**src/verilog/dpch_defs.svh**
```systemverilog
`ifndef DPCH_DEFS_SVH
`define DPCH_DEFS_SVH

// Parameter numbers carried in the identifier word
`define DPCH_PAR_TEMP_LIMIT   11'h06E
`define DPCH_PAR_COMMAND      11'h071

// Identifier word layout: request or answer code, parameter number
`define DPCH_IDW_CODE_MSB     15
`define DPCH_IDW_CODE_LSB     12
`define DPCH_IDW_NUM_MSB      10
`define DPCH_IDW_NUM_LSB      0

// Request and answer codes
`define DPCH_REQ_NONE         4'h0
`define DPCH_REQ_READ         4'h1
`define DPCH_REQ_WRITE        4'h2
`define DPCH_RSP_VALUE        4'h1
`define DPCH_RSP_ERROR        4'h7

// Temperature limit in degrees Celsius
`define DPCH_TEMP_LIMIT_MIN   16'h000A
`define DPCH_TEMP_LIMIT_MAX   16'h0050
`define DPCH_TEMP_LIMIT_RST   16'h0050
`define DPCH_TEMP_HYST        16'h0005

// Command codes, signed 16-bit
`define DPCH_CMD_RESET        16'hFFFA
`define DPCH_CMD_DEF_SAVE_MID 16'hFFFB
`define DPCH_CMD_USER_MID     16'hFFFC
`define DPCH_CMD_DEF_NET      16'hFFFD
`define DPCH_CMD_USER         16'hFFFE
`define DPCH_CMD_DEF          16'hFFFF
`define DPCH_CMD_SAVE         16'h0001

`endif

```
**src/verilog/dpch_pkg.sv**
```systemverilog
package dpch_pkg;

    // Mid-range move sequencer
    typedef enum logic [0:0]
    {
        DPCH_IDLE,
        DPCH_MOVING
    } dpch_mid_state_type;

endpackage

```
**src/verilog/dpch_top.sv**
```systemverilog
`timescale 1ns/1ps
`include "dpch_defs.svh"

// Behaviour
// Temperature limit at parameter 110, range 10 to 80, default 80, saved.
// Command -6 resets the whole drive like a supply cycle.
// Command -5 loads defaults, saves them, then moves to mid-range.
// Command -4 restores user-saved values, then moves to mid-range.
// Command -3 loads defaults, erases network settings, saves to memory.
// Command -2 restores user-saved values without saving.
// Command -1 loads defaults without saving.
// Command 1 saves parameters, accepted only while the drive stands still.
// Command parameter 113 is signed 16-bit, not saved, seven valid codes.
// During mid-range move steady control word ignored; a change aborts.
// After mid-range move old run commands are not resumed.
// Over-temperature set above limit, cleared 5 degrees below it.
// Parameter access uses identifier, index and 32-bit value words.
// Undefined codes or save while moving change nothing.
module dpch_top
(
    input  wire logic        ref_clk_i,
    input  wire logic        srst_i,
    input  wire logic        pd_valid_i,
    input  wire logic [15:0] param_identifier_word_i,
    input  wire logic [15:0] param_subindex_word_i,
    input  wire logic [31:0] param_value_field_i,
    input  wire logic [15:0] control_word_i,
    input  wire logic [15:0] temperature_i,
    input  wire logic        drive_moving_i,
    input  wire logic        mid_move_done_i,
    output logic [15:0]      param_identifier_word_o,
    output logic [15:0]      param_subindex_word_o,
    output logic [31:0]      param_value_field_o,
    output logic             resp_valid_o,
    output logic             over_temp_o,
    output logic [15:0]      temperature_limit_o,
    output logic [15:0]      control_word_o,
    output logic             drive_reset_o,
    output logic             load_defaults_o,
    output logic             restore_user_o,
    output logic             nvm_save_o,
    output logic             net_erase_o,
    output logic             mid_move_start_o,
    output logic             mid_move_abort_o,
    output logic             mid_move_active_o
);

    logic [63:0] last_req;
    logic [3:0]  req_code;
    logic [10:0] req_num;
    logic [15:0] cmd_code;
    logic        is_new;
    logic        wr_limit_ok;
    logic        cmd_known;
    logic        cmd_ok;
    logic        take_cmd;
    logic        take_limit;
    logic [15:0] saved_limit;
    logic [16:0] temp_s;
    logic [16:0] lim_s;
    logic [16:0] clear_s;

    // Request decode; a request repeated in every cycle acts only once
    assign req_code = param_identifier_word_i[`DPCH_IDW_CODE_MSB:
                                              `DPCH_IDW_CODE_LSB];
    assign req_num  = param_identifier_word_i[`DPCH_IDW_NUM_MSB:
                                              `DPCH_IDW_NUM_LSB];
    assign cmd_code = param_value_field_i[15:0];
    assign is_new   = pd_valid_i && req_code != `DPCH_REQ_NONE
                   && {param_identifier_word_i, param_subindex_word_i,
                       param_value_field_i} != last_req;

    // Limit writes outside the legal band are refused
    assign wr_limit_ok = param_value_field_i[31:16] == 16'h0000
                      && cmd_code >= `DPCH_TEMP_LIMIT_MIN
                      && cmd_code <= `DPCH_TEMP_LIMIT_MAX;

    assign cmd_known = param_value_field_i[31:16]
                       == {16{param_value_field_i[15]}}
                    && (cmd_code == `DPCH_CMD_RESET
                    ||  cmd_code == `DPCH_CMD_DEF_SAVE_MID
                    ||  cmd_code == `DPCH_CMD_USER_MID
                    ||  cmd_code == `DPCH_CMD_DEF_NET
                    ||  cmd_code == `DPCH_CMD_USER
                    ||  cmd_code == `DPCH_CMD_DEF
                    ||  cmd_code == `DPCH_CMD_SAVE);
    // Saving during a run would capture a moving set point
    assign cmd_ok = cmd_known
                 && !(cmd_code == `DPCH_CMD_SAVE && drive_moving_i);

    assign take_cmd   = is_new && req_code == `DPCH_REQ_WRITE
                     && req_num == `DPCH_PAR_COMMAND && cmd_ok;
    assign take_limit = is_new && req_code == `DPCH_REQ_WRITE
                     && req_num == `DPCH_PAR_TEMP_LIMIT && wr_limit_ok;

    // Last request seen, for change detection
    always_ff @(posedge ref_clk_i)
    begin
        if (srst_i)
            last_req <= 64'h0000_0000_0000_0000;
        else if (is_new)
            last_req <= {param_identifier_word_i, param_subindex_word_i,
                         param_value_field_i};
    end

    // Live and user-saved temperature limit
    always_ff @(posedge ref_clk_i)
    begin
        if (srst_i)
        begin
            temperature_limit_o <= `DPCH_TEMP_LIMIT_RST;
            saved_limit         <= `DPCH_TEMP_LIMIT_RST;
        end
        else
        begin
            if (load_defaults_o)
                temperature_limit_o <= `DPCH_TEMP_LIMIT_RST;
            else if (restore_user_o)
                temperature_limit_o <= saved_limit;
            else if (take_limit)
                temperature_limit_o <= cmd_code;
            if (nvm_save_o && load_defaults_o)
                saved_limit <= `DPCH_TEMP_LIMIT_RST;
            else if (nvm_save_o)
                saved_limit <= temperature_limit_o;
        end
    end

    // Over-temperature with hysteresis; signed compare on one extra bit
    assign temp_s  = {temperature_i[15], temperature_i};
    assign lim_s   = {1'b0, temperature_limit_o};
    assign clear_s = lim_s - {1'b0, `DPCH_TEMP_HYST};

    always_ff @(posedge ref_clk_i)
    begin
        if (srst_i)
            over_temp_o <= 1'b0;
        else if ($signed(temp_s) > $signed(lim_s))
            over_temp_o <= 1'b1;
        else if ($signed(temp_s) <= $signed(clear_s))
            over_temp_o <= 1'b0;
    end

    // Answer in the same three-word layout, one cycle after the request
    always_ff @(posedge ref_clk_i)
    begin
        if (srst_i)
        begin
            resp_valid_o            <= 1'b0;
            param_identifier_word_o <= 16'h0000;
            param_subindex_word_o   <= 16'h0000;
            param_value_field_o     <= 32'h0000_0000;
        end
        else
        begin
            resp_valid_o <= is_new;
            if (is_new)
            begin
                param_subindex_word_o   <= param_subindex_word_i;
                param_identifier_word_o <= {`DPCH_RSP_ERROR, 1'b0, req_num};
                param_value_field_o     <= 32'h0000_0000;
                if (req_code == `DPCH_REQ_READ
                    && req_num == `DPCH_PAR_TEMP_LIMIT)
                begin
                    param_identifier_word_o <= {`DPCH_RSP_VALUE, 1'b0,
                                                req_num};
                    param_value_field_o     <= {16'h0000,
                                                temperature_limit_o};
                end
                else if (req_code == `DPCH_REQ_READ
                         && req_num == `DPCH_PAR_COMMAND)
                    param_identifier_word_o <= {`DPCH_RSP_VALUE, 1'b0,
                                                req_num};
                else if (take_limit || take_cmd)
                begin
                    param_identifier_word_o <= {`DPCH_RSP_VALUE, 1'b0,
                                                req_num};
                    param_value_field_o     <= param_value_field_i;
                end
            end
        end
    end

    dpch_cmd_exec u_exec
    (
        .ref_clk_i         (ref_clk_i),
        .srst_i            (srst_i),
        .cmd_valid_i       (take_cmd),
        .cmd_code_i        (cmd_code),
        .control_word_i    (control_word_i),
        .mid_move_done_i   (mid_move_done_i),
        .drive_reset_o     (drive_reset_o),
        .load_defaults_o   (load_defaults_o),
        .restore_user_o    (restore_user_o),
        .nvm_save_o        (nvm_save_o),
        .net_erase_o       (net_erase_o),
        .mid_move_start_o  (mid_move_start_o),
        .mid_move_abort_o  (mid_move_abort_o),
        .mid_move_active_o (mid_move_active_o),
        .control_word_o    (control_word_o)
    );
endmodule

```
**src/verilog/dpch_cmd_exec.sv**
```systemverilog
`timescale 1ns/1ps
`include "dpch_defs.svh"

module dpch_cmd_exec
(
    input  wire logic        ref_clk_i,
    input  wire logic        srst_i,
    input  wire logic        cmd_valid_i,
    input  wire logic [15:0] cmd_code_i,
    input  wire logic [15:0] control_word_i,
    input  wire logic        mid_move_done_i,
    output logic             drive_reset_o,
    output logic             load_defaults_o,
    output logic             restore_user_o,
    output logic             nvm_save_o,
    output logic             net_erase_o,
    output logic             mid_move_start_o,
    output logic             mid_move_abort_o,
    output logic             mid_move_active_o,
    output logic [15:0]      control_word_o
);

    dpch_pkg::dpch_mid_state_type state;
    logic [15:0]                  held_cw;
    logic                         hold;
    logic                         starts;
    logic                         cw_changed;

    assign starts = cmd_valid_i
                 && (cmd_code_i == `DPCH_CMD_DEF_SAVE_MID
                 ||  cmd_code_i == `DPCH_CMD_USER_MID);
    assign cw_changed = control_word_i != held_cw;
    assign mid_move_active_o = state == dpch_pkg::DPCH_MOVING;

    // One-cycle action strobes decoded from an accepted command
    always_ff @(posedge ref_clk_i)
    begin
        if (srst_i)
        begin
            drive_reset_o    <= 1'b0;
            load_defaults_o  <= 1'b0;
            restore_user_o   <= 1'b0;
            nvm_save_o       <= 1'b0;
            net_erase_o      <= 1'b0;
            mid_move_start_o <= 1'b0;
        end
        else
        begin
            drive_reset_o    <= cmd_valid_i
                             && cmd_code_i == `DPCH_CMD_RESET;
            load_defaults_o  <= cmd_valid_i
                             && (cmd_code_i == `DPCH_CMD_DEF_SAVE_MID
                             ||  cmd_code_i == `DPCH_CMD_DEF_NET
                             ||  cmd_code_i == `DPCH_CMD_DEF);
            restore_user_o   <= cmd_valid_i
                             && (cmd_code_i == `DPCH_CMD_USER_MID
                             ||  cmd_code_i == `DPCH_CMD_USER);
            nvm_save_o       <= cmd_valid_i
                             && (cmd_code_i == `DPCH_CMD_DEF_SAVE_MID
                             ||  cmd_code_i == `DPCH_CMD_DEF_NET
                             ||  cmd_code_i == `DPCH_CMD_SAVE);
            net_erase_o      <= cmd_valid_i
                             && cmd_code_i == `DPCH_CMD_DEF_NET;
            mid_move_start_o <= starts;
        end
    end

    // Mid-range move: a steady control word is ignored, a change aborts
    always_ff @(posedge ref_clk_i)
    begin
        if (srst_i)
        begin
            state            <= dpch_pkg::DPCH_IDLE;
            held_cw          <= 16'h0000;
            hold             <= 1'b0;
            mid_move_abort_o <= 1'b0;
        end
        else
        begin
            mid_move_abort_o <= 1'b0;
            if (starts)
            begin
                state   <= dpch_pkg::DPCH_MOVING;
                held_cw <= control_word_i;
                hold    <= 1'b0;
            end
            else
            begin
                case (state)
                    dpch_pkg::DPCH_MOVING:
                    begin
                        if (cw_changed)
                        begin
                            state            <= dpch_pkg::DPCH_IDLE;
                            mid_move_abort_o <= 1'b1;
                        end
                        else if (mid_move_done_i)
                        begin
                            state <= dpch_pkg::DPCH_IDLE;
                            hold  <= 1'b1;
                        end
                    end
                    dpch_pkg::DPCH_IDLE:
                    begin
                        if (hold && cw_changed)
                            hold <= 1'b0;
                    end
                    default:
                        state <= dpch_pkg::DPCH_IDLE;
                endcase
            end
        end
    end

    // Old run commands stay blocked until the master writes a new word
    always_ff @(posedge ref_clk_i)
    begin
        if (srst_i)
            control_word_o <= 16'h0000;
        else if (starts || mid_move_active_o || (hold && !cw_changed))
            control_word_o <= 16'h0000;
        else
            control_word_o <= control_word_i;
    end
endmodule

```
**config.mk**
```make
export PLATFORM = sky130hd
export DESIGN_NAME = dpch_top
export DESIGN_NICKNAME = d
export VERILOG_FILES = /design/src/verilog/dpch_pkg.sv /design/src/verilog/dpch_top.sv /design/src/verilog/dpch_cmd_exec.sv
export VERILOG_INCLUDE_DIRS = /design/src /design/src/verilog
export SDC_FILE = /design/constraint.sdc
export NUM_CORES = 1
export LEC_CHECK = 0
export BUFFER_PORTS_ARGS = -buffer_cell sky130_fd_sc_hd__buf_2
export CAP_MARGIN = 30
export CORE_ASPECT_RATIO = 1.25
export CORE_MARGIN = 2
export CORE_UTILIZATION = 49
export DETAILED_ROUTE_END_ITERATION = 10
export MAX_ROUTING_LAYER = met4
export PLACE_DENSITY = 0.77
export SLEW_MARGIN = 20
export SYNTH_ARGS = -nofsm -noshare
export SYNTH_HDL_FRONTEND = slang
export SYNTH_HIERARCHICAL = 1
export SYNTH_SLANG_ARGS = --single-unit
```
**constraint.sdc**
```tcl
create_clock -name ref_clk_i -period 3.2 [get_ports ref_clk_i]
set_input_delay 0.16 -clock ref_clk_i [delete_from_list [all_inputs] [get_ports ref_clk_i]]
set_output_delay 0.16 -clock ref_clk_i [all_outputs]
set_load 0.01 [all_outputs]
```
=== Word level (Yosys, flattened, before mapping) ===
Index checks and enable logic that the tools add are counted.

* Register bits after elaboration: 203
* Bits in latches: 0
* Memory bits (writable): 0
* ROM bits: 0
* Bits of input ports: 101
* Output and inout port bits: 106
* Logic and storage cells: 110
* Memories: 0

* Add/sub/neg operators: 1
* Multiply operators: 0
* Divide/modulo/power cells: 0
* $lt $le $gt $ge: 4
* Equality and inequality tests: 17
* Shift-type cells: 0
* Mux-type cells: 19
* Bitwise gates (word level): 1
* Reduce and logical (&&, ||, !) cells: 49

{| class="wikitable"
|+ Operators by type and width
! kind !! count
|-
| == test 16 bit, second input constant || 6
|-
| 2-to-1 mux 32 bit || 3
|-
| != test 64 bit || 1
|-
| 2-to-1 mux 15 bit || 3
|-
| 2-to-1 mux 16 bit || 2
|-
| logical AND 1 bit || 23
|-
| == test 11 x 7 -> 1 bit, second input constant || 2
|-
| greater-than comparator 16 x 17 -> 1 bit || 1
|-
| <= comparator 16 x 17 -> 1 bit || 1
|-
| subtractor 16 x 3 -> 17 bit, second input constant || 1
|-
| == test 16 x 1 -> 1 bit, second input constant || 1
|-
| == test 16 bit || 1
|-
| >= comparator 16 x 4 -> 1 bit, second input constant || 1
|-
| <= comparator 16 x 7 -> 1 bit, second input constant || 1
|-
| zero test 16 bit || 1
|-
| != test 16 bit || 1
|-
| logical OR 1 bit || 14
|-
| 2-to-1 mux 1 bit || 10
|-
| OR reduction 2 bit || 4
|-
| == test 4 x 1 -> 1 bit, second input constant || 1
|-
| == test 4 x 2 -> 1 bit, second input constant || 1
|-
| != test 2 bit, second input constant || 2
|-
| nonzero test 2 bit || 2
|-
| nonzero test 4 bit || 1
|-
| 6 further kinds || 7
|}

=== Logic depth before layout (Yosys ltp) ===
* Depth after elaboration: 14
* Mapped depth: 16
* Depth with buffers taken out: 13

=== By module ===
Netlist, hierarchy kept.

{| class="wikitable"
|+ By module, submodules not included
! module !! instances !! cells an instance !! area an instance (um^2) !! seq. area each (um^2)
|-
| dpch_top || 1 || 851 || 6,961.7 || 2,642.5
|-
| dpch_cmd_exec || 1 || 151 || 1,589.0 || 820.8
|}

=== Worst setup path before layout ===
Ideal clock, no wire load.

* Kind: register to register
* Start: reg last_req[32]
* End: reg u_exec.control_word_o[10]
* Arrival: 3.039 ns
* Required time: 3.141 ns
* Path slack: 0.103 ns
* Cell stages (with the launch flop): 16
* Buffers on the path: 4
* Clock period less this slack: 3.097 ns
* Cells stage by stage: dfxtp_1 > xor2_1 > nor4_1 > nand4_1 > nor4_1 > or2_2 > clkbuf_1 > buf_2 > nor2_1 > nand4_1 > nor4_2 > o21a_1 > buf_6 > a2111oi_4 > buf_6 > and2_1

* Longest elaborated chain between the ends: 9

{| class="wikitable"
|+ Ends and longest elaborated chain
! element !! RTL line !! text
|-
| from (decl) || dpch_top.sv:48 || <nowiki>logic [63:0] last_req;</nowiki>
|-
| from (signal assigned) || dpch_top.sv:102 || <nowiki>last_req <= {param_identifier_word_i, param_subindex_word_i,</nowiki>
|-
| != test 64 bit || dpch_top.sv:71 || <nowiki>param_value_field_i} != last_req;</nowiki>
|-
| logical AND 1 bit || dpch_top.sv:69 || <nowiki>assign is_new = pd_valid_i && req_code != `DPCH_REQ_NONE</nowiki>
|-
| logical AND 1 bit (no source line) (2 in series) || -- ||
|-
| logical AND 1 bit || dpch_top.sv:91 || <nowiki>assign take_cmd = is_new && req_code == `DPCH_REQ_WRITE</nowiki>
|-
| named net take_cmd || dpch_top.sv:56 || <nowiki>logic take_cmd;</nowiki>
|-
| logical AND 1 bit || dpch_cmd_exec.sv:29 || <nowiki>assign starts = cmd_valid_i</nowiki>
|-
| logical OR 1 bit (2 in series) || dpch_cmd_exec.sv:120 || <nowiki>else if (starts || mid_move_active_o || (hold && !cw_changed))</nowiki>
|-
| OR reduction 2 bit (no source line) || -- ||
|-
| to (signal assigned) || dpch_cmd_exec.sv:123 || <nowiki>control_word_o <= control_word_i;</nowiki>
|-
| to (decl) || dpch_cmd_exec.sv:20 || <nowiki>output logic [15:0] control_word_o</nowiki>
|}

The timed path passes the listed nets, and every way through them passes these cells.
A chain may end at the register's enable or synchronous reset.

=== Worst setup path in the final report ===
* Start: in param_identifier_word_i[7]
* End: reg u_exec.held_cw[0]

* Longest elaborated chain between the ends: 6
* Elaborated cells on any way between the ends: 7
* Classes of those cells: eq/ne: 2; reduce/logical: 5

{| class="wikitable"
|+ Ends and longest elaborated chain
! element !! RTL line !! text
|-
| from (decl) || dpch_top.sv:24 || <nowiki>input wire logic [15:0] param_identifier_word_i,</nowiki>
|-
| != test 64 bit || dpch_top.sv:71 ||
|-
| logical AND 1 bit || dpch_top.sv:69 ||
|-
| logical AND 1 bit (no source line) || -- ||
|-
| logical AND 1 bit (no source line) (*) || -- ||
|-
| logical AND 1 bit (*) || dpch_top.sv:91 ||
|-
| named net take_cmd || dpch_top.sv:56 ||
|-
| logical AND 1 bit (*) || dpch_cmd_exec.sv:29 ||
|-
| to (signal assigned) || dpch_cmd_exec.sv:84 || <nowiki>held_cw <= control_word_i;</nowiki>
|-
| to (decl) || dpch_cmd_exec.sv:24 || <nowiki>logic [15:0] held_cw;</nowiki>
|}

Mark *: on every way through the listed nets, which the timed path passes. The rest lies on a longest branch.

==> flow_summary.yaml <==
timing:
  fmaxAchievable_mhz: 331
  hold_viol_final: 0
  slew_headroom_pct: 47.1
  setup_violations: 0
  tmin_final_ns: 3.02
  layout_worst_path_cycle_share_pct: 94.4
  fin_worst_skew_ns: 0.00945
  final.setup.worst_slack_ns: 0.179
  max_slew.worst_pin.slew_ns: 0.792
  rsz_0062_raised_after_global_routing: "false"
  final-max-slew-violation-count: 0
  totalNegativeSetupSlack_ns: 0
  fin_worst_hold_slack_ns: 0.00422
placement:
  placed_area_um2: 9710
  dpl.cell_count: 1386
  pre_cts_slack_ns: -0.0487
  detailed_place_hpwl_um: 17600
  port-buffer-count: 204
  gp_routability_congestion: 0.955
worst_setup_path:
  path_delay_family: "simple AND/OR/NAND/NOR gates"
  kind_of_capture_point_of_the_worst_setup_path: "register"
  worst_setup_path_class: "in2reg"
  cp_slowest_stage_delay_ns: 0.55
  worstSetupStartpointType: "input pin"
  path_buf_inv: 3
  cp.required_ns: 3.49
  crit_fanout: 10
  crit_arrival_ns: 3.31
  cp_slowest_cell: "or4_4"
  timing.critical_path.cells: "dlygate4sd3_1 > buf_2 > nor4_2 > nand4_1 > or4_4 > nor2_1 > nand4_1 > nor4_2 > o21a_2 > buf_4 > mux2i_1 > nor2_1"
clock_tree:
  cts-buffers-inserted: 17
  path_clk_slew_ns: 0.06
  cts_sinks: 173
  cts-root-to-sink-buffers: 2
  root_cell_of_the_clock_tree: "clkbuf_16"
  tritoncts: "built"
  insertion_delay_ns: 0.43
  cts_max_level: 4
logic_synthesis:
  async_flop_share_pct: 0
  synthesis.area_per_instance_um2: 8.53
  ys_types: 52
  ys_dominant_reg_cell: "dfxtp_1"
  synth_top_cells_by_area: "dfxtp_1 (41%), nand2_1 (7.5%), xor2_1 (6.7%)"
  synth_edf_count: 0
  syn_area_um2: 8550
  yosysWarningCount: 6
  synth_top_cell_area_share_pct: 40.5
  synth_top_area_cell: "dfxtp_1"
  synth-seq-area-share_pct: 40.5
  netlist_instances: 1002
  number_of_synthesized_register_bits: 173
flow_run:
  maxCapViolCount: 0
pwr:
  leakage_nw: 4.58
  power.density_nw_per_um2: 461
  post-layout-total-power_mw: 4.93
  vdd_ir_max_v: 0.000345
route:
  drcViolationCount: 0
  post_detailed_route_wirelength_per_cell_um: 17.0
  aggregate_routed_wire_length_um: 24800
  via_per_inst: 5.43
  router_iterations_before_antenna_repair: 5
  antenna_left: 0
  vias_after_detailed_routing: 7917
  detail_route.iter0.violations: 640
floorplan:
  initial_utilization_pct: 49.4
  design.die.area_um2: 18500
  boundaryPins: 207
  die_width_um: 122
  die_span_in_y_um: 152
  core_um2: 17300
  rows: 54
final_layout:
  multi_input_area_um2: 4570
  final-instance-count-excl-fill: 1458
  commonest_non_fill_non_tap_cell_in_the_layout: "buf_2"
  finish.utilization_pct: 61.9
  final_cell_mix: "buf_2 (203), dfxtp_1 (173), nand2_1 (171)"
  final_area_um2: 10700
  filler_cell_count: 1490
  area_growth_pct: 25.2
  final_layout_size_suffix_gt1_share_pct: 23.6
  layout.nets: 1356
  area.sequential_um2: 3460
grt:
  grt_pass1_wl_um: 38300
  first_global_vias: 7716
  globalRouteTotalUtil_pct: 27.3
  pin_count_of_the_biggest_net_entering_global_routing: 91
  antenna_found_initial: 3
  globalRouteOverflowTotal: 0
worst_hold_path:
  worstHoldPathType: "in2reg"
status:
  outcome: "finished clean"
logic make-up after synthesis:
logic type	count (synthesis)	share of synthesized area [%]
and+or+nand+nor	399	22.4
DFF	173	40.5
AOI/OAI and AO/OA	158	11.6
buffers and inverters	105	6.37
xor gates and xnor gates	95	9.73
muxes	36	4.23
adders and majority gates	35	5.12
other	1	0.0439
synthesized netlist by cell type, types with 2 or more instances:
master,instances
nand3_1,7
a211o_1,3
ha_1,35
a311oi_2,4
xor2_1,65
a311oi_1,5
nor4_2,2
o21a_1,4
o41ai_1,3
nor4_1,34
nor2_1,71
o21ai_1,2
o21ai_0,9
xnor2_1,30
inv_1,21
a2111oi_0,2
a21oi_1,98
and2_1,16
clkbuf_1,40
nand3b_1,2
buf_6,3
buf_2,9
nor4b_1,6
a21o_1,9
nand2_1,171
a221oi_1,7
or2_2,2
nand4_1,29
mux2i_1,35
buf_4,31
or3_1,13
dfxtp_1,173
nor2b_1,10
nand2b_1,4
nor3_1,21
and3_1,4
a211oi_1,7
power by group:
part | internal [mW] | switching [mW] | total [mW]
clock network | 1.21 | 0.849 | 2.06
logic | 0.259 | 0.348 | 0.606
registers | 2.23 | 0.0448 | 2.27
registers in the layout, summed over array words and instances, names as in the netlist, 2 cells and up:
| register | cells |
|---|---|
| last_req | 64 |
| param_identifier_word_o | 2 |
| param_value_field_o | 32 |
| saved_limit | 16 |
| temperature_limit_o | 16 |
| u_exec/control_word_o | 16 |
| u_exec/held_cw | 16 |
final cells by class:
cell class	instances	share of cell area [%]
Multi-Input combinational cell	725	42.7
Clock inverter	9	1.04
Tap cell	224	2.62
Inverter	21	0.736
Clock buffer	21	4.39
Antenna cell	3	0.0701
Sequential cell	173	32.3
Timing Repair Buffer	282	16.1
layer usage:
metal  part of all wire (%)  wire, um  global-route usage [%]  vias to the layer above
li1                       -         -                       -                     3860
met1                     40      9880                    31.0                     3723
met2                     51     12600                    46.1                      269
met3                    5.3      1310                    4.98                       65
met4                    3.9       955                    14.0                        0
met5                      0         0                       -                        -
worst paths after layout:
path,from,endpoint,slack [ns],depth (start not counted)
worst max register to register,temperature_limit_o[4],over_temp_o,0.28,12
worst max-delay path,param_identifier_word_i[7],u_exec/held_cw[0],0.18,12
worst min register to register,saved_limit[12],temperature_limit_o[12],0.45,2
worst min-delay path,control_word_i[14],u_exec/control_word_o[14],0.004,2
timing repair:
action	CTS	global route
resized for setup	0	4
hold endpoints to repair	38	0
hold buffers	38	0
buffers inserted	0	1
endpoints found under the setup margin	0	34
Note: power is estimated with default switching activity, not from simulation.
